[config.mk]
export PLATFORM = sky130hd
export DESIGN_NAME = ist_core
export DESIGN_NICKNAME = d
export VERILOG_FILES = /design/src/ist_pkg.sv /design/src/ist_core.sv
export VERILOG_INCLUDE_DIRS = /design/src
export SDC_FILE = /design/constraint.sdc
export NUM_CORES = 1
export LEC_CHECK = 0
export BUFFER_PORTS_ARGS = -buffer_cell sky130_fd_sc_hd__buf_2
export CORE_ASPECT_RATIO = 1.5
export CORE_UTILIZATION = 51
export CTS_BUF_LIST = sky130_fd_sc_hd__clkbuf_4
export DETAILED_ROUTE_END_ITERATION = 10
export PLACE_DENSITY = 0.78
export SLEW_MARGIN = 20
export SYNTH_ARGS = -nofsm -noshare
export SYNTH_HDL_FRONTEND = slang
export SYNTH_SLANG_ARGS = --single-unit
[constraint.sdc]
create_clock -name sys_clk -period 2.7 [get_ports sys_clk]
set_clock_uncertainty 0.05 [all_clocks]
set_input_delay 0.27 -clock sys_clk [delete_from_list [all_inputs] [get_ports sys_clk]]
set_output_delay 0.27 -clock sys_clk [all_outputs]
set_load 0.1 [all_outputs]
[src/ist_params.svh]
// register map, field positions, reset values and timing counts of the i2c slave timing core
`ifndef IST_PARAMS_SVH
`define IST_PARAMS_SVH
// register byte offsets
`define IST_OFF_CFG 12'h000
`define IST_OFF_SCR 12'h004
`define IST_OFF_DATA 12'h008
`define IST_OFF_XSTAT 12'h00C
// config register fields
`define IST_CFG_RATE 1:0
`define IST_CFG_OSC 3:2
`define IST_CFG_HWEN 4
`define IST_CFG_REJ 5
`define IST_CFG_STRETCH 6
`define IST_CFG_ADDR 14:8
// slave control/status fields
`define IST_SCR_BC 0
`define IST_SCR_LRB 1
`define IST_SCR_TX 2
`define IST_SCR_ADDR 3
`define IST_SCR_ACK 4
`define IST_SCR_STOP 5
// extended status fields
`define IST_XS_READY 0
`define IST_XS_HANDOVER 1
`define IST_XS_WAKE 2
`define IST_XS_SPB 13:8
// reset value of every register bit
`define IST_RST_ALL 1'b0
// divide factors: standard/slow rates, fast rate, turbo rate
`define IST_DIV_STD_12 5'h08
`define IST_DIV_STD_6 5'h04
`define IST_DIV_STD_24 5'h10
`define IST_DIV_FAST_12 5'h02
`define IST_DIV_FAST_6 5'h01
`define IST_DIV_FAST_24 5'h04
`define IST_DIV_TURBO 5'h01
// samples per scl bit
`define IST_SPB_16 6'h10
`define IST_SPB_32 6'h20
// divided enables from stop condition to stop flag
`define IST_STOP_TICKS 2'h3
`endif

[src/ist_pkg.sv]
// types shared by the i2c slave timing core
package ist_pkg;
  typedef enum logic [1:0] {
    IST_IDLE = 2'b00,
    IST_ADDR = 2'b01,
    IST_DATA = 2'b10
  } ist_phase_type;

  typedef struct packed {
    logic psel;
    logic penable;
    logic pwrite;
    logic [11:0] paddr;
    logic [31:0] pwdata;
  } ist_apb_req_type;

  typedef struct packed {
    logic [31:0] prdata;
    logic pready;
    logic pslverr;
  } ist_apb_rsp_type;

  typedef struct packed {
    logic scl_o;
    logic scl_oe;
    logic sda_o;
    logic sda_oe;
  } ist_pins_type;

  typedef struct packed {
    logic [3:0] div_cnt;
    logic scl_s1, scl_s2, sda_s1, sda_s2;
    logic scl_p, sda_p, scl_f, sda_f;
    ist_phase_type phase;
    logic [3:0] bit_cnt;
    logic [7:0] shift;
    logic [7:0] data;
    logic cur_tx, tx, ack, bc, addr_flag, last_received_ack_bit, stop_flag;
    logic stop_arm;
    logic [1:0] stop_cnt;
    logic pend, stall, sda_drv;
    logic [1:0] rate, osc;
    logic hw_en, rej_req, stretch;
    logic [6:0] own_addr;
    logic wake_set, handover_reg;
    logic [31:0] prdata;
  } ist_state_type;
endpackage
[src/ist_core.sv]
// i2c slave timing core: clock enable divider, status flags, stall, sleep wake and handover
//
// Our own choices: the APB register port and the register addresses.
`timescale 1ns/1ps
`include "ist_params.svh"

// ==========================================================
// core module
// Overview of operation
// - runs from 6-24 MHz core clock, SCL up to 400 KHz
// - 4-bit divider makes the divided clock enable
// - sixteen or thirty-two samples per SCL bit
// - rate 00/10: divide by 8, 4, 16
// - rate 01: 2, 1, 4; rate 11: 1
// - byte complete at eighth rising SCL edge
// - flags set clock after synchronised SCL rise
// - address flag only after an address byte
// - last ack bit captured on ninth bit
// - stop flag three enables after stop condition
// - no control write by fall: hold SCL low
// - control write releases the stalled SCL
// - output data set up N-1 clocks before rise
// - SDA edges drive start/stop detection in sleep
// - respond in sleep only with power down high
// - address match alone wakes the system
// - compatibility mode holds SCL until firmware answers
// - address match raises wake and handover request
// - wake request goes to the sleep controller
// - registered handover clears the raw handover request
// - handover keeps the transfer state consistent
// - control write before fall: no stall at all
module ist_core (
  input wire logic sys_clk,
  input wire logic rst_n,
  input wire ist_pkg::ist_apb_req_type apb_req,
  output ist_pkg::ist_apb_rsp_type apb_rsp,
  input wire logic scl_in,
  input wire logic sda_in,
  output ist_pkg::ist_pins_type pins,
  input wire logic power_down_signal,
  output logic irq,
  output logic wake_irq,
  output logic sampled_clock_handover
);

  ist_pkg::ist_state_type s_ff;
  ist_pkg::ist_state_type nxt_s;
  logic tick;
  logic scl_new;
  logic sda_new;
  logic rise;
  logic fall;
  logic start_ev;
  logic stop_ev;
  logic access;
  logic wr;
  logic wr_scr;
  logic mapped;
  logic addr_eq;
  logic accept;

  // ==========================================================
  // helper functions
  // divide factor from rate code and oscillator speed select
  function automatic logic [4:0] div_factor(input logic [1:0] rate, input logic [1:0] osc);
    logic [4:0] f;
    f = `IST_DIV_TURBO;
    if (rate == 2'h3) begin
      f = `IST_DIV_TURBO;
    end else if (rate == 2'h1) begin
      f = (osc == 2'h0) ? `IST_DIV_FAST_12 : (osc == 2'h1) ? `IST_DIV_FAST_6 : `IST_DIV_FAST_24;
    end else begin
      f = (osc == 2'h0) ? `IST_DIV_STD_12 : (osc == 2'h1) ? `IST_DIV_STD_6 : `IST_DIV_STD_24;
    end
    return f;
  endfunction

  // samples per bit: only the slow rate uses the doubled count
  function automatic logic [5:0] samples_per_bit(input logic [1:0] rate);
    return (rate == 2'h2) ? `IST_SPB_32 : `IST_SPB_16;
  endfunction

  // ==========================================================
  // combinational decode
  // divided clock enable: one cycle in every factor cycles
  // compare with at-or-above so a smaller factor takes effect at once instead of wrapping through 15
  assign tick = ({1'b0, s_ff.div_cnt} >= div_factor(s_ff.rate, s_ff.osc) - 5'h01);
  // filter takes a new level only when two enable samples agree
  assign scl_new = (tick && s_ff.scl_s2 == s_ff.scl_p) ? s_ff.scl_s2 : s_ff.scl_f;
  assign sda_new = (tick && s_ff.sda_s2 == s_ff.sda_p) ? s_ff.sda_s2 : s_ff.sda_f;
  assign rise = !s_ff.scl_f && scl_new;
  assign fall = s_ff.scl_f && !scl_new;
  // start and stop are data edges while the clock stays high
  assign start_ev = s_ff.scl_f && scl_new && s_ff.sda_f && !sda_new;
  assign stop_ev = s_ff.scl_f && scl_new && !s_ff.sda_f && sda_new;
  assign access = apb_req.psel && apb_req.penable;
  assign wr = access && apb_req.pwrite;
  assign wr_scr = wr && apb_req.paddr == `IST_OFF_SCR;
  assign mapped = apb_req.paddr == `IST_OFF_CFG || apb_req.paddr == `IST_OFF_SCR ||
                  apb_req.paddr == `IST_OFF_DATA || apb_req.paddr == `IST_OFF_XSTAT;
  // first seven bits of the address byte sit in shift[6:0]
  assign addr_eq = s_ff.shift[6:0] == s_ff.own_addr;
  // asleep in reject mode with stretch clear the address is refused even on a match
  assign accept = (!s_ff.hw_en || addr_eq) &&
                  !(power_down_signal && s_ff.rej_req && !s_ff.stretch);

  // ==========================================================
  // next state
  always_comb begin
    nxt_s = s_ff;
    // two-flop synchronisers; first stage feeds only the second
    nxt_s.scl_s1 = scl_in;
    nxt_s.scl_s2 = s_ff.scl_s1;
    nxt_s.sda_s1 = sda_in;
    nxt_s.sda_s2 = s_ff.sda_s1;
    nxt_s.div_cnt = tick ? 4'h0 : s_ff.div_cnt + 4'h1;
    if (tick) begin
      nxt_s.scl_p = s_ff.scl_s2;
      nxt_s.sda_p = s_ff.sda_s2;
    end
    nxt_s.scl_f = scl_new;
    nxt_s.sda_f = sda_new;
    // read data is captured in the setup cycle so it leaves a flop
    if (apb_req.psel && !apb_req.penable && !apb_req.pwrite) begin
      nxt_s.prdata = 32'h00000000;
      if (apb_req.paddr == `IST_OFF_CFG) begin
        nxt_s.prdata[`IST_CFG_RATE] = s_ff.rate;
        nxt_s.prdata[`IST_CFG_OSC] = s_ff.osc;
        nxt_s.prdata[`IST_CFG_HWEN] = s_ff.hw_en;
        nxt_s.prdata[`IST_CFG_REJ] = s_ff.rej_req;
        nxt_s.prdata[`IST_CFG_STRETCH] = s_ff.stretch;
        nxt_s.prdata[`IST_CFG_ADDR] = s_ff.own_addr;
      end else if (apb_req.paddr == `IST_OFF_SCR) begin
        nxt_s.prdata[`IST_SCR_BC] = s_ff.bc;
        nxt_s.prdata[`IST_SCR_LRB] = s_ff.last_received_ack_bit;
        nxt_s.prdata[`IST_SCR_TX] = s_ff.tx;
        nxt_s.prdata[`IST_SCR_ADDR] = s_ff.addr_flag;
        nxt_s.prdata[`IST_SCR_ACK] = s_ff.ack;
        nxt_s.prdata[`IST_SCR_STOP] = s_ff.stop_flag;
      end else if (apb_req.paddr == `IST_OFF_DATA) begin
        nxt_s.prdata[7:0] = s_ff.data;
      end else if (apb_req.paddr == `IST_OFF_XSTAT) begin
        nxt_s.prdata[`IST_XS_READY] = s_ff.rej_req && s_ff.phase == ist_pkg::IST_IDLE;
        nxt_s.prdata[`IST_XS_HANDOVER] = s_ff.handover_reg;
        nxt_s.prdata[`IST_XS_WAKE] = s_ff.wake_set;
        nxt_s.prdata[`IST_XS_SPB] = samples_per_bit(s_ff.rate);
      end
    end
    // software writes; hardware events below override, so a set wins
    if (wr && apb_req.paddr == `IST_OFF_CFG) begin
      nxt_s.rate = apb_req.pwdata[`IST_CFG_RATE];
      nxt_s.osc = apb_req.pwdata[`IST_CFG_OSC];
      nxt_s.hw_en = apb_req.pwdata[`IST_CFG_HWEN];
      nxt_s.rej_req = apb_req.pwdata[`IST_CFG_REJ];
      nxt_s.stretch = apb_req.pwdata[`IST_CFG_STRETCH];
      nxt_s.own_addr = apb_req.pwdata[`IST_CFG_ADDR];
    end else if (wr_scr) begin
      nxt_s.tx = apb_req.pwdata[`IST_SCR_TX];
      nxt_s.ack = apb_req.pwdata[`IST_SCR_ACK];
      nxt_s.bc = s_ff.bc && apb_req.pwdata[`IST_SCR_BC];
      nxt_s.last_received_ack_bit = s_ff.last_received_ack_bit && apb_req.pwdata[`IST_SCR_LRB];
      nxt_s.addr_flag = s_ff.addr_flag && apb_req.pwdata[`IST_SCR_ADDR];
      nxt_s.stop_flag = s_ff.stop_flag && apb_req.pwdata[`IST_SCR_STOP];
      // this write continues the transfer and ends any stall
      nxt_s.pend = 1'b0;
      nxt_s.stall = 1'b0;
      if (apb_req.pwdata[`IST_SCR_TX]) begin
        nxt_s.shift = s_ff.data;
      end
      // stalled in our ack slot: the ack answer goes out as scl is freed
      if (s_ff.stall && s_ff.bit_cnt == 4'h8 && !s_ff.cur_tx) begin
        nxt_s.sda_drv = apb_req.pwdata[`IST_SCR_ACK];
      end
    end else if (wr && apb_req.paddr == `IST_OFF_DATA) begin
      nxt_s.data = apb_req.pwdata[7:0];
    end
    // stop flag waits a fixed count of divided enables
    if (tick && s_ff.stop_arm) begin
      nxt_s.stop_cnt = s_ff.stop_cnt + 2'h1;
      if (s_ff.stop_cnt == `IST_STOP_TICKS - 2'h1) begin
        nxt_s.stop_flag = 1'b1;
        nxt_s.stop_arm = 1'b0;
      end
    end
    // bus events, seen only through the filtered lines
    if (start_ev) begin
      nxt_s.phase = ist_pkg::IST_ADDR;
      nxt_s.bit_cnt = 4'h0;
      nxt_s.cur_tx = 1'b0;
      nxt_s.tx = 1'b0;
      nxt_s.bc = 1'b0;
      nxt_s.last_received_ack_bit = 1'b0;
      nxt_s.sda_drv = 1'b0;
      nxt_s.stop_arm = 1'b0;
      nxt_s.pend = 1'b0;
      nxt_s.stall = 1'b0;
    end else if (stop_ev) begin
      nxt_s.phase = ist_pkg::IST_IDLE;
      nxt_s.stop_arm = 1'b1;
      nxt_s.stop_cnt = 2'h0;
      nxt_s.sda_drv = 1'b0;
    end else if (rise && s_ff.phase != ist_pkg::IST_IDLE) begin
      nxt_s.bit_cnt = s_ff.bit_cnt + 4'h1;
      if (s_ff.bit_cnt < 4'h8) begin
        nxt_s.shift = {s_ff.shift[6:0], s_ff.cur_tx ? 1'b0 : sda_new};
      end
      if (s_ff.bit_cnt == 4'h7) begin
        if (!s_ff.cur_tx) begin
          nxt_s.data = {s_ff.shift[6:0], sda_new};
        end
        // wake only on our own address while powered down
        if (s_ff.phase == ist_pkg::IST_ADDR && power_down_signal && s_ff.hw_en && addr_eq) begin
          nxt_s.wake_set = 1'b1;
        end
        if (s_ff.phase == ist_pkg::IST_ADDR && !accept) begin
          nxt_s.phase = ist_pkg::IST_IDLE; // not ours: stay silent
        end else begin
          nxt_s.bc = 1'b1;
          nxt_s.pend = !wr_scr;
          if (s_ff.phase == ist_pkg::IST_ADDR) begin
            nxt_s.addr_flag = 1'b1;
          end
        end
      end
      if (s_ff.bit_cnt == 4'h8 && s_ff.cur_tx) begin
        nxt_s.last_received_ack_bit = sda_new;
      end
    end else if (fall && s_ff.phase != ist_pkg::IST_IDLE) begin
      // firmware that has not answered by now stalls the bus
      nxt_s.stall = s_ff.pend && !wr_scr;
      if (s_ff.bit_cnt == 4'h8) begin
        nxt_s.sda_drv = !s_ff.cur_tx && s_ff.ack;
      end else if (s_ff.bit_cnt == 4'h9) begin
        nxt_s.bit_cnt = 4'h0;
        nxt_s.cur_tx = s_ff.tx;
        nxt_s.phase = ist_pkg::IST_DATA;
        nxt_s.sda_drv = s_ff.tx && !s_ff.shift[7];
        // master nack on transmit, or firmware nack on receive, ends it
        if ((s_ff.cur_tx && s_ff.last_received_ack_bit) || (!s_ff.cur_tx && !s_ff.ack)) begin
          nxt_s.phase = ist_pkg::IST_IDLE;
          nxt_s.sda_drv = 1'b0;
        end
      end else begin
        nxt_s.sda_drv = s_ff.cur_tx && !s_ff.shift[7];
      end
    end
    // handover: register once the oscillator runs, then retire both
    if (s_ff.handover_reg) begin
      nxt_s.handover_reg = 1'b0;
      nxt_s.wake_set = 1'b0;
    end else if (s_ff.wake_set && !power_down_signal) begin
      nxt_s.handover_reg = 1'b1;
    end
  end

  // ==========================================================
  // state register; async reset loads constants only
  always_ff @(posedge sys_clk or negedge rst_n) begin
    if (!rst_n) begin
      s_ff <= ist_pkg::ist_state_type'({$bits(ist_pkg::ist_state_type){`IST_RST_ALL}});
    end else begin
      s_ff <= nxt_s;
    end
  end

  // ==========================================================
  // outputs
  // zero-wait slave: the answer comes in the access cycle
  assign apb_rsp.prdata = s_ff.prdata;
  assign apb_rsp.pready = access;
  assign apb_rsp.pslverr = access && !mapped;
  // open-drain pins only ever pull low
  assign pins.scl_o = 1'b0;
  assign pins.scl_oe = s_ff.stall;
  assign pins.sda_o = 1'b0;
  assign pins.sda_oe = s_ff.sda_drv;
  assign irq = s_ff.bc || s_ff.stop_flag;
  assign wake_irq = s_ff.wake_set;
  // raw handover falls as soon as its registered copy rises
  assign sampled_clock_handover = s_ff.wake_set && !s_ff.handover_reg;
endmodule

# Yosys cells after proc, flatten, opt, wreduce, memory -nomap -nowiden
# Cells that the tools add are included.
[word_totals]
reg_bits = 78
memories = 0
ramBits = 0
rom_bits = 0
latchBits = 0
out_inout_bits = 41
inputBits = 52
[classes]
n_mux = 86
order_cmp = 2
bitwise_logic = 1
n_eq_ne = 25
multipliers = 0
n_div = 0
addsub = 4
n_reduce_logical = 89
shifts = 0
[ops]
columns = ["operator", "count"]
rows = [
  ["two-way mux 6 bit", 12],
  ["two-way mux 8 bit", 8],
  ["two-way mux 16 bit", 3],
  ["logical AND 1 bit", 43],
  ["two-way mux 1 bit", 33],
  ["two-way mux 3 bit", 10],
  ["two-way mux 5 bit", 5],
  ["equality test 12 x 4 -> 1 bit, second input constant", 2],
  ["two-way mux 2 bit", 11],
  ["two-way mux 21 bit", 1],
  ["zero test 1 bit", 17],
  ["AND reduction 5 bit", 3],
  ["nonzero test 2 bit", 7],
  ["equality test 12 x 3 -> 1 bit, second input constant", 1],
  ["zero test 12 bit", 1],
  ["inequality test 2 bit, second input constant", 6],
  ["nonzero test 3 bit", 4],
  ["adder 4 x 1 -> 4 bit, second input constant", 2],
  ["equality test 4 bit, second input constant", 2],
  ["two-way mux 4 bit", 2],
  ["inequality test 4 x 3 -> 1 bit, second input constant", 2],
  ["nonzero test 4 bit", 2],
  ["equality test 7 bit", 1],
  ["two-way mux 7 bit", 1],
  ["15 further kinds", 28],
]

# Logic depth before layout (Yosys ltp)
# Gate-level depths: netlist (run 1).
[depth]
depth_word = 16
mapped_depth = 11
ltp_nobuf = 10

# Worst setup path after synthesis (run 1)
# Ideal clock, no wire load.
[synth_path]
path_type = "register -> register"
startpoint = "register s_ff[46] (netlist name)"
endpoint = "register s_ff[61] (netlist name)"
path_buffers = 0
t_required_ns = 2.525
stages_incl_launch_ff = 10
arrival_time_ns = 2.837
slack_ns = -0.312
cell_sequence = "dfrtp_1 -> inv_1 -> or4_1 -> ha_1 -> xor2_1 -> ha_1 -> o21ai_1 -> a2111o_1 -> nor4_4 -> mux2_4"
[synth_lines]
columns = ["element", "line_no", "text"]
rows = [
  ["start, declared", "ist_core.sv:46", "ist_pkg::ist_state_type s_ff;"],
  ["start signal, assigned", "ist_core.sv:260", "s_ff <= ist_pkg::ist_state_type'({$bits(ist_pkg::ist_state_type){`IST_RST_ALL}});"],
  ["start signal, assigned", "ist_core.sv:262", "s_ff <= nxt_s;"],
]

==> summary.md, run 1 <==
| Metric | Value |
|---|---|
| Async SR Flop Fraction | 100.0% |
| Hold WC Path Type | input port to flip-flop |
| Post-synthesis cell area | about 4400 um^2 |
| Hold Fails Final Rpt | 0 |
| #FFs+latches synth | a little under 80 |
| Ys Warns | 0 |
| Share of cells above drive strength 1 | around 30% |
| WL/cell | roughly 16 um |
| GRT Total Usage | a little under a quarter |
| First-pass GRT wire length | 16260 um |
| Pwr Total | between 3 and 4 mW |
| Area delta synth->final | 16.77% |
| Unique masters post-synth | 70 |
| Final TNS setup | -3340 ps |
| EDFF count, synth | 0 |
| Final WL | about 10000 um |
| Die width | around 78 um |
| Final Hold Slack | 47.33 ps |
| Pre-CTS WS | -240.7 ps |
| Placed cells | 594 |
| I/O pin cnt | 93 |
| Vias in the first global route | 3316 |
| Initial Util | 52.66% |
| Final net count | a little under 600 |
| Endpoints failing setup | 29 |
| PD cells | ~600 nW/um^2 |
| Dominant synthesized flop cell | dfrtp_1 |
| WS Path Type | flip-flop to flip-flop |
| Root Buffer | clkbuf_4 |
| WP data arrival | roughly 3200 ps |
| Design area | 5174 um^2 |
| Slew @ Worst Pin | between 1000 and 1500 ps |
| Max VDD drop | around 0.45 mV |
| Die Y | 116.2 um |
| Status | finished, violations left |
| # port buffers | 56 |
| CTS Sinks | 78 |
| Die Area | 9071 um^2 |
| Relative slew slack | 33.00% |
| TritonCTS Buffers | 9 |
| Hpwl dp | roughly 7300 um |
| Mapped Cells | approximately 440 |
| Drt initial violations | approximately 220 |
| Clock Path Buffers | 2 |
| Maximum fanout along the worst path | 4 |
| Pin count of the biggest net entering global routing | 79 |
| Required time of the critical path | roughly 3000 ps |
| Critical path launch point type | flip-flop |
| # DRC | 0 |
| Setup repair after global routing missed its margin | true |
| Failing checks | negative setup slack |
| Max Clk Rate | 345.4 MHz |
| Top cells by area, synth | dfrtp_1, buf_4, nand2_1 |
| LEAKAGE | 2.344 nW |
| Clk pin slew, worst setup/hold paths | between 100 and 150 ps |
| Initial antenna violation count | 0 |
| Fillers | slightly below 700 |
| Diodes inserted | 0 |
| Maxcap violations | 0 |
| 1st-pass router iterations | 5 |
| Top-area cell type share of the netlist area | between 40 and 50% |
| Vias | between 3000 and 4000 |
| Overflow after GRT | 0 |
| Pins over their slew limit | 0 |
| Depth of the CTS H-tree | 3 |
| Fin util | 61.50% |
| Synthesized area per cell | a little over 10 um^2 |
| Minimum clock period | between 2000 and 3000 ps |
| Vias per cell | roughly 5.5 |
| Finished Layout Cells | 626 |
| TritonCTS clock tree | done |
| Setup WS post-layout | -195.5 ps |
| Placed cell area | 4775 um^2 |
| Register area share after synthesis | ~44% |
| Crit path capture type | flip-flop |
| RePlAce Congestion | around 0.86 |
| Final worst path period share | 107.2% |
| Area leader, netlist | dfrtp_1 |
| Core area | about 8400 um^2 |
| Post-route ant nets | 0 |
| Row count | between 40 and 50 |
| Clk Latency, worst-skew pair | approximately 450 ps |
-- final cells by class --
class / instances / area (um^2) / share of cell area [%]
tap: 107 / 133.9 / 2.588
inverter: 13 / 48.80 / 0.9432
sequential: 78 / 1952 / 37.73
timing repair buffer: 98 / 664.4 / 12.84
multi-input combinational: 315 / 2253 / 43.56
clock inverter: 6 / 53.80 / 1.040
clock buffer: 9 / 67.56 / 1.306
-- layer usage --
layer | part of all wire (%) | up-vias | routed length, um | global-route usage (%)
li1 | - | 1635 | - | -
met1 | 39 | 1674 | 3951 | 25.91
met2 | 55 | 89 | 5538 | 43.27
met3 | 3.3 | 25 | 331 | 4.766
met4 | 3.2 | 0 | 328 | 11.98
met5 | 0 | - | 0 | 0
-- logic make-up after synthesis --
| logic type | share of synthesized area (%) |
|---|---|
| AOI/OAI and AO/OA | 12.71 |
| xor gates and xnor gates | 1.977 |
| adders and majority gates | 2.824 |
| buffers and inverters | 9.206 |
| DFF | 44.06 |
| muxes | 10.53 |
| other | 0.08464 |
| and+or+nand+nor | 18.61 |
-- timing repair --
action / 4_1_cts / 5_1_grt
hold endpoints to repair: 89 / 0
pin swaps: 1 / 3
endpoints found under the setup margin: 37 / 40
resized for setup: 8 / 22
hold buffers: 12 / 0
setup buffers: 2 / 3
cloned: 0 / 0
-- cell usage in the layout, fill, tap and decap left out, types with 4 or more instances in the layout --
cell and n:
nand3_1 8, mux2i_1 17, inv_1 12, buf_4 26, and2_1 7, nand2_1 61, o21ai_1 10, dlygate4sd3_1 12
clkbuf_4 9, o21ai_0 32, mux2_2 15, ha_1 8, buf_2 55, dfrtp_1 78, xnor2_1 8, nor2_1 24
a21oi_1 13, mux2_4 4, conb_1 19
-- final timing paths --
| path | startpoint | endpoint | slack [ps] | depth (start not counted) |
|---|---|---|---|---|
| max in group asynchronous | rst_n | pins[0] | 1490 | 2 |
| min | apb_req[7] | s_ff[68] | 50 | 3 |
| min reg2reg | nxt_s[87] | s_ff[87] | 310 | 0 |
| max | s_ff[44] | s_ff[61] | -200 | 8 |
| min in group asynchronous | rst_n | apb_rsp[5] | 470 | 2 |
| max reg2reg | s_ff[44] | s_ff[61] | -200 | 8 |
-- flip-flops by register name, summed over array words and instances (netlist names) --
| register | count |
|---|---|
| apb_rsp | 15 |
| wake_irq | 1 |
| pins | 2 |
| s_ff | 58 |
| nxt_s | 2 |
-- synth_stat cells, drive strengths merged, types with 2 or more instances --
| library cell | number |
|---|---|
| o21a | 2 |
| a22oi | 3 |
| mux2i | 17 |
| a2111o | 2 |
| a21o | 2 |
| dfrtp | 78 |
| nor2b | 2 |
| a21oi | 13 |
| mux2 | 19 |
| or4 | 2 |
| o2bb2ai | 2 |
| mux4 | 3 |
| nand2 | 62 |
| xnor2 | 8 |
| nand3 | 10 |
| and2b | 3 |
| nand2b | 3 |
| buf | 46 |
| nor2 | 24 |
| xor2 | 2 |
| a22o | 2 |
| nor3 | 5 |
| o31ai | 3 |
| and2 | 9 |
| nand4 | 4 |
| nor4b | 3 |
| nor4 | 5 |
| clkbuf | 4 |
| ha | 10 |
| nand3b | 3 |
| inv | 13 |
| o21ai | 47 |
| and3 | 5 |
| a211oi | 2 |
-- worst max-delay path, cell delays in order (launching register included) --
cell and delay, ps:
dfrtp_1 410, or4_4 550, ha_4 190, xor2_2 190
ha_4 290, o21ai_4 60, a2111o_1 430, nor4_4 300
mux2_4 320
-- power breakdown --
group / internal [mW] / total [mW] / leakage, nW / switching (mW)
clock network: 0.266 / 0.670 / 0.0643 / 0.404
registers: 1.29 / 1.43 / 0.967 / 0.134
logic: 0.386 / 0.993 / 1.31 / 0.606
Note: power is estimated with default switching activity, not from simulation.
==> run 2, diff against run 1 <==
--- a/config.mk
+++ b/config.mk
@@ -11,7 +11,7 @@
 export CORE_UTILIZATION = 51
 export CTS_BUF_LIST = sky130_fd_sc_hd__clkbuf_4
 export DETAILED_ROUTE_END_ITERATION = 10
-export PLACE_DENSITY = 0.78
+export PLACE_DENSITY = 0.77
 export SLEW_MARGIN = 20
 export SYNTH_ARGS = -nofsm -noshare
 export SYNTH_HDL_FRONTEND = slang
==> run 2 against run 1 <==
Compared with the run above: the flow still finishes with violations (negative setup slack); sequential power about the same; wire length fell by 0.89%; combinational power shrank 3.8%; global-route usage rose by 0.20 points; die area stayed put; via count fell by 0.91%; count of clock-buffer cells in the layout stayed put; maximum frequency is 0.75% higher; core utilization is 0.16 points lower; critical endpoint unchanged; largest cell class unchanged; highest routed layer unchanged.
==> summary.md, run 2 (same netlist as run 1, synthesis figures left out) <==
| Metric | Value |
|---|---|
| Crit-path cells | inv_2, or4_4, ha_4, xor2_1, ha_1, o21ai_2, a2111o_1, nor4_4, mux2_4 |
| Required time of the critical path | 2980 ps (-20 ps) |
| TritonCTS clock tree | done |
| Commonest non-fill, non-tap cell in the layout | dfrtp_1 |
| Max stage delay on crit path | 540 ps (about the same) |
| Share of cells above drive strength 1 | 32.36% (+1.9 points) |
| I/O pin cnt | 93 (unchanged) |
| TritonCTS Buffers | 9 (unchanged) |
| Final WL | 10060 um (-0.89%) |
| Final net count | 570 (-1.2%) |
| Area delta synth->final | 16.46% |
| WL/cell | 16.20 um (about the same) |
| Post-route ant nets | 0 (unchanged) |
| Slew @ Worst Pin | 984.6 ps (-20.40 ps) |
| Pwr Total | 3.203 mW (+3.7%) |
| Vias per cell | 5.462 (-0.11%) |
| Final TNS setup | -3544 ps (-203.7 ps) |
| Buf/Inv on CP | 1 (+1) |
| Top Family by Delay on Critical Path | simple AND/OR/NAND/NOR gates |
| Pre-CTS WS | -244.7 ps (-4.058 ps) |
| CTS Sinks | 78 (unchanged) |
| Clock Path Buffers | 2 (unchanged) |
| Die width | 78.10 um (unchanged) |
| Worst path slowest cell | or4_4 |
| WS Path Type | flip-flop to flip-flop |
| Root Buffer | clkbuf_4 |
| PD cells | 620.8 nW/um^2 (+4.0%) |
| R2R Setup Slk | -170 ps (+20 ps) |
| Die Y | 116.2 um (unchanged) |
| Failing checks | negative setup slack |
| Fillers | 702 (+2.2%) |
| Final Hold Slack | 27.67 ps (-19.66 ps) |
| Drt initial violations | 217 (+0.46%) |
| Clk pin slew, worst setup/hold paths | 130 ps (about the same) |
| Setup repair after global routing missed its margin | true |
| Placed cells | 591 (-0.51%) |
| 1st-pass router iterations | 4 (-1) |
| Critical path launch point type | flip-flop |
| # DRC | 0 (unchanged) |
| LEAKAGE | 2.323 nW (-0.91%) |
| Largest Register | s_ff |
| Maxcap violations | 0 (unchanged) |
| Initial antenna violation count | 1 (+1) |
| Core area | 8413 um^2 (unchanged) |
| WP data arrival | 3150 ps (-40 ps) |
| Relative slew slack | 34.36% (+1.4 points) |
| Finished Layout Cells | 621 (-0.80%) |
| Final worst path period share | 106.4% (-0.79 points) |
| Vias in the first global route | 3371 (+1.7%) |
| GRT Total Usage | 23.86% (+0.20 points) |
| Max Clk Rate | 347.9 MHz (+0.75%) |
| Most frequent cells in the layout | dfrtp_1, nand2_1, buf_2 |
| Setup WS post-layout | -174.0 ps (+21.44 ps) |
| Vias | 3392 (-0.91%) |
| Endpoints failing setup | 35 (+21%) |
| Hold WC Path Type | input port to flip-flop |
| First-pass GRT wire length | 16280 um (+0.17%) |
| Depth of the CTS H-tree | 3 (unchanged) |
| Pin count of the biggest net entering global routing | 79 (unchanged) |
| RePlAce Congestion | 0.8478 (-1.5%) |
| Hold Fails Final Rpt | 0 (unchanged) |
| Minimum clock period | 2874 ps (-21.44 ps) |
| Crit path capture type | flip-flop |
| Maximum fanout along the worst path | 3 (-1) |
| Initial Util | 52.66% (unchanged) |
| Clk Latency, worst-skew pair | 440 ps (about the same) |
| Die Area | 9071 um^2 (unchanged) |
| Status | finished, violations left |
| Hpwl dp | 7396 um (+0.85%) |
| Pins over their slew limit | 0 (unchanged) |
| Max VDD drop | 0.3580 mV (-20%) |
| # port buffers | 56 (unchanged) |
| Row count | 41 (unchanged) |
| Largest register FFs | 58 (unchanged) |
| Overflow after GRT | 0 (unchanged) |
==> run 2: power by group <==
group          internal (mW)  leakage, nW  switching (mW)  total [mW]
Combinational          0.355         1.28           0.600       0.955
Clock                  0.377       0.0802           0.439       0.815
Sequential              1.29        0.967           0.142        1.43
Total                   2.02         2.32            1.18        3.20
==> run 2: path summary, 6_finish.rpt <==
kind                             from           to  cells after the start
max                          s_ff[46]     s_ff[61]                      9
min                        apb_req[9]     s_ff[35]                      2
max reg2reg                  s_ff[46]     s_ff[61]                      9
min reg2reg                 nxt_s[87]     s_ff[87]                      0
max in group asynchronous       rst_n     s_ff[81]                      2
min in group asynchronous       rst_n  apb_rsp[15]                      2
==> run 2: final cells by class <==
type | count | area, um^2 | share of cell area [%]
antenna | 1 | 2.502 | 0.04850
clock buffer | 9 | 67.56 | 1.309
multi-input combinational | 315 | 2266 | 43.91
inverter | 13 | 48.80 | 0.9457
sequential | 78 | 1952 | 37.83
timing repair buffer | 91 | 593.1 | 11.49
clock inverter | 7 | 96.34 | 1.867
tap | 107 | 133.9 | 2.595
==> run 2: layer usage <==
metal,GRT usage (%),share of wire (%)
met1,24.66,38
met2,45.61,56
met3,3.203,3.7
met5,0,0
met4,13.95,3.1
==> run 2: stage by stage <==
| stage | cell area, um^2 | utilization [%] |
|---|---|---|
| 4_1_cts | 5120 | 60.86 |
| 5_1_grt | 5160 | 61.33 |
| 3_3_place_gp | 4740 | 56.34 |
| 3_5_place_dp | 4740 | 56.34 |
| 6_report | 5160 | 61.33 |
| 2_1_floorplan | 4506 | - |
==> run 2: worst register-to-register path: stages (launching register included) <==
cell      delay (ps)
dfrtp_1          380
inv_2             40
or4_4            540
ha_4             180
xor2_1           160
ha_1             300
o21ai_2           70
a2111o_1         430
nor4_4           290
mux2_4           320
==> run 2: repair_timing <==
item | CTS | global route
buffers inserted | 5 | 0
gates resized for setup | 26 | 10
hold buffers | 8 | 0
pin swaps | 8 | 3
endpoints found under the setup margin | 36 | 41
endpoints found under the hold margin | 85 | 0
==> run 3, diff against run 2 <==
--- a/config.mk
+++ b/config.mk
@@ -6,6 +6,7 @@
 export SDC_FILE = /design/constraint.sdc
 export NUM_CORES = 1
 export LEC_CHECK = 0
+export ABC_AREA = 1
 export BUFFER_PORTS_ARGS = -buffer_cell sky130_fd_sc_hd__buf_2
 export CORE_ASPECT_RATIO = 1.5
 export CORE_UTILIZATION = 51
==> run 3 against run 2 <==
Compared with the run above: the flow still finishes with violations (negative setup slack); power rose by 18%; clock power increased by 1%; register-to-register slack better by 110 ps; hold slack improved by 15 ps; maximum frequency grew 4.0%; synthesized area fell by 1.8%; via count up 14%; global-route usage is 0.51 points higher; sequential power grew 12%; wire length is 5.7% higher; non-clock buffer count is 5 higher; core utilization up 2.3 points; critical path type unchanged; critical endpoint is now s_ff[55]; largest cell class unchanged; largest power group unchanged; highest routed layer unchanged.
==> summary.md, run 3 <==
| Metric | Value |
|---|---|
| Maximum fanout along the worst path | 7 (+4) |
| Hpwl dp | 7453 um (+0.77%) |
| Die width | 77.40 um (-0.90%) |
| Fillers | 693 (-1.3%) |
| Area leader, netlist | dfrtp_1 |
| Design area | 5187 um^2 (+0.53%) |
| Most frequent cells in the layout | nand2_1, dfrtp_1, inv_1 |
| Endpoints failing setup | 16 (-54%) |
| Register area share after synthesis | 44.88% (+0.82 points) |
| Max Clk Rate | 361.9 MHz (+4.0%) |
| Post-route ant nets | 0 (unchanged) |
| Vias | 3867 (+14%) |
| Vias per cell | 5.393 (-1.3%) |
| Max VDD drop | 0.4797 mV (+34%) |
| Top-area cell type share of the netlist area | 44.88% (+0.82 points) |
| Setup WS post-layout | -62.85 ps (+111.2 ps) |
| Final net count | 668 (+17%) |
| #FFs+latches synth | 78 (unchanged) |
| Status | finished, violations left |
| Initial antenna violation count | 1 (unchanged) |
| Overflow after GRT | 0 (unchanged) |
| Synthesized area per cell | 8.237 um^2 (-19%) |
| Hold Fails Final Rpt | 0 (unchanged) |
| Pins over their slew limit | 0 (unchanged) |
| Depth of the CTS H-tree | 3 (unchanged) |
| Clk pin slew, worst setup/hold paths | 130 ps (about the same) |
| Failing checks | negative setup slack |
| Critical path startpoint | s_ff[44] |
| Setup repair after global routing missed its margin | true |
| Final TNS setup | -541.7 ps (+3002 ps) |
| Logic pwr share | 35.7% (+5.9 points) |
| Power share of the clock group | 21.9% (-3.6 points) |
| Initial Util | 53.31% (+0.65 points) |
| Final worst path period share | 102.3% (-4.1 points) |
| Crit path capture type | flip-flop |
| Post-synthesis cell area | 4349 um^2 (-1.8%) |
| Reg2Reg Launch Point | s_ff[44] |
| EDFF count, synth | 0 (unchanged) |
| 1st-pass router iterations | 5 (+1) |
| GRT Total Usage | 24.37% (+0.51 points) |
| Clock Path Buffers | 2 (unchanged) |
| Minimum clock period | 2763 ps (-111.2 ps) |
| WP data arrival | 3100 ps (-50 ps) |
| Dominant cell by count in the synthesized netlist | nand2_1 |
| Top cells by count, synth | nand2_1, dfrtp_1, inv_1, nor2_1, buf_4 |
| PD cells | 728.6 nW/um^2 (+17%) |
| RePlAce Congestion | 0.8752 (+3.2%) |
| Die Area | 8909 um^2 (-1.8%) |
| Ys Warns | 0 (unchanged) |
| WL/cell | 14.83 um (-8.5%) |
| R2R Setup Slk | -60 ps (+110 ps) |
| Placed cell area | 4629 um^2 (-2.3%) |
| Fin util | 63.59% (+2.3 points) |
| WS Path Type | flip-flop to flip-flop |
| Root Buffer | clkbuf_4 |
| Async SR Flop Fraction | 100.0% (unchanged) |
| Critical path launch point type | flip-flop |
| Largest Register | s_ff |
| Slew @ Worst Pin | 983.7 ps (-0.8969 ps) |
| Vias in the first global route | 3571 (+5.9%) |
| Flop pwr share | 42.5% (-2.2 points) |
| Share of cells above drive strength 1 | 26.84% (-5.5 points) |
| Pin count of the biggest net entering global routing | 79 (unchanged) |
| Top cells by area, synth | dfrtp_1, nand2_1, buf_4 |
| TritonCTS Buffers | 9 (unchanged) |
| CTS Sinks | 78 (unchanged) |
| TritonCTS clock tree | done |
| Mapped Cells | 528 (+21%) |
| Pwr Total | 3.780 mW (+18%) |
| Maxcap violations | 0 (unchanged) |
| LEAKAGE | 2.620 nW (+13%) |
| Clk Latency, worst-skew pair | 460 ps (+20 ps) |
| Core area | 8158 um^2 (-3.0%) |
| # port buffers | 56 (unchanged) |
| Relative slew slack | 34.42% (+0.060 points) |
| Internal | 2.228 mW (+10%) |
| Required time of the critical path | 3030 ps (+50 ps) |
| # DRC | 0 (unchanged) |
| P_sw | 1.552 mW (+31%) |
| Die Y | 115.1 um (-0.90%) |
| Final WL | 10630 um (+5.7%) |
| Drt initial violations | 288 (+33%) |
| Dominant synthesized flop cell | dfrtp_1 |
| First-pass GRT wire length | 16530 um (+1.5%) |
| Area delta synth->final | 19.28% |
| Worst Hold Launch | apb_req[0] |
| Commonest non-fill, non-tap cell in the layout | nand2_1 |
| Sw Ratio | 41.07% (+4.2 points) |
| I/O pin cnt | 93 (unchanged) |
| Largest register FFs | 58 (unchanged) |
| Pre-CTS WS | -155.4 ps (+89.31 ps) |
| Unique masters post-synth | 43 (-39%) |
| Hold WC Path Type | input port to flip-flop |
| Row count | 40 (-2.4%) |
==> run 3: cell count changes after synthesis, moves of 11 or more <==
cell | previous run | this run
a21oi_1 | 13 | 24
inv_1 | 13 | 64
mux2i_1 | 17 | 2
nand2_1 | 61 | 99
nand3_1 | 8 | 27
nor2_1 | 24 | 55
o21ai_0 | 44 | 29
==> run 3: worst paths after layout <==
check,endpoint,cells after the start
max,s_ff[55],19
min,s_ff[46],3
max reg2reg,s_ff[55],19
min reg2reg,s_ff[89],0
max in group asynchronous,s_ff[46],2
min in group asynchronous,s_ff[77],2
==> run 3: layer usage <==
layer | GRT usage (%) | part of all wire, % | vias to the layer above
li1 | - | - | 1824
met1 | 27.71 | 39 | 1837
met2 | 42.95 | 53 | 176
met3 | 5.159 | 5.3 | 30
met4 | 12.58 | 3.1 | 0
met5 | 0 | 0 | -
==> run 3: critical path, stage by stage (launching register included) <==
cell and delay (ps):
dfrtp_1 400, inv_1 70, nor2_2 50, o21ai_2 170, ha_2 220, inv_2 40, xor2_1 150, ha_1 270
nand2_1 40, nand2_1 50, nand2_1 60, nand2_2 130, nand3_2 110, nand2_2 120, nand3_4 130, buf_4 170
buf_6 110, nor3_4 140, nor2_1 70, a21oi_1 130
==> run 3: cells by family after synthesis <==
family                   share of synthesized area [%]
buffers and inverters                            13.87
other                                          0.08622
flip-flops                                       44.88
XOR/XNOR                                         2.819
adder cells (fa/ha/maj)                          2.877
multiplexers                                     2.014
AO/OA/AOI/OAI                                    11.82
AND/OR/NAND/NOR                                  21.63
==> run 3: final cells by class <==
class,instances,area (um^2),share of cell area (%)
clock inverter,7,97.59,1.881
timing repair buffer,96,661.9,12.76
tap,105,131.4,2.533
sequential,78,1953,37.65
multi-input combinational,351,2004,38.64
clock buffer,9,67.56,1.302
inverter,70,269.0,5.186
antenna,1,2.502,0.04824
==> run 3: repair_timing <==
item	in CTS	in global routing
setup endpoints to repair	26	30
hold buffers	10	1
gates resized for setup	4	48
buffers inserted	1	12
pin swaps	0	15
hold endpoints to repair	87	1
==> run 3: power groups by stage <==
stage	combinational [mW]	sequential [mW]	clock, mW
4_1_cts	1.21	1.59	0.838
5_1_grt	1.48	1.63	0.901
3_5_place_dp	1.19	1.61	0
6_report	1.35	1.60	0.826
3_3_place_gp	1.14	1.60	0
2_1_floorplan	1.00	1.54	0
==> run 3: through the flow <==
stage,hold slack [ps],std cells
after floorplan,-75.59,546
after detailed placement,293.4,676
after CTS,0.6753,703
after global placement,281.8,676
final,42.28,717
after global routing,39.01,717
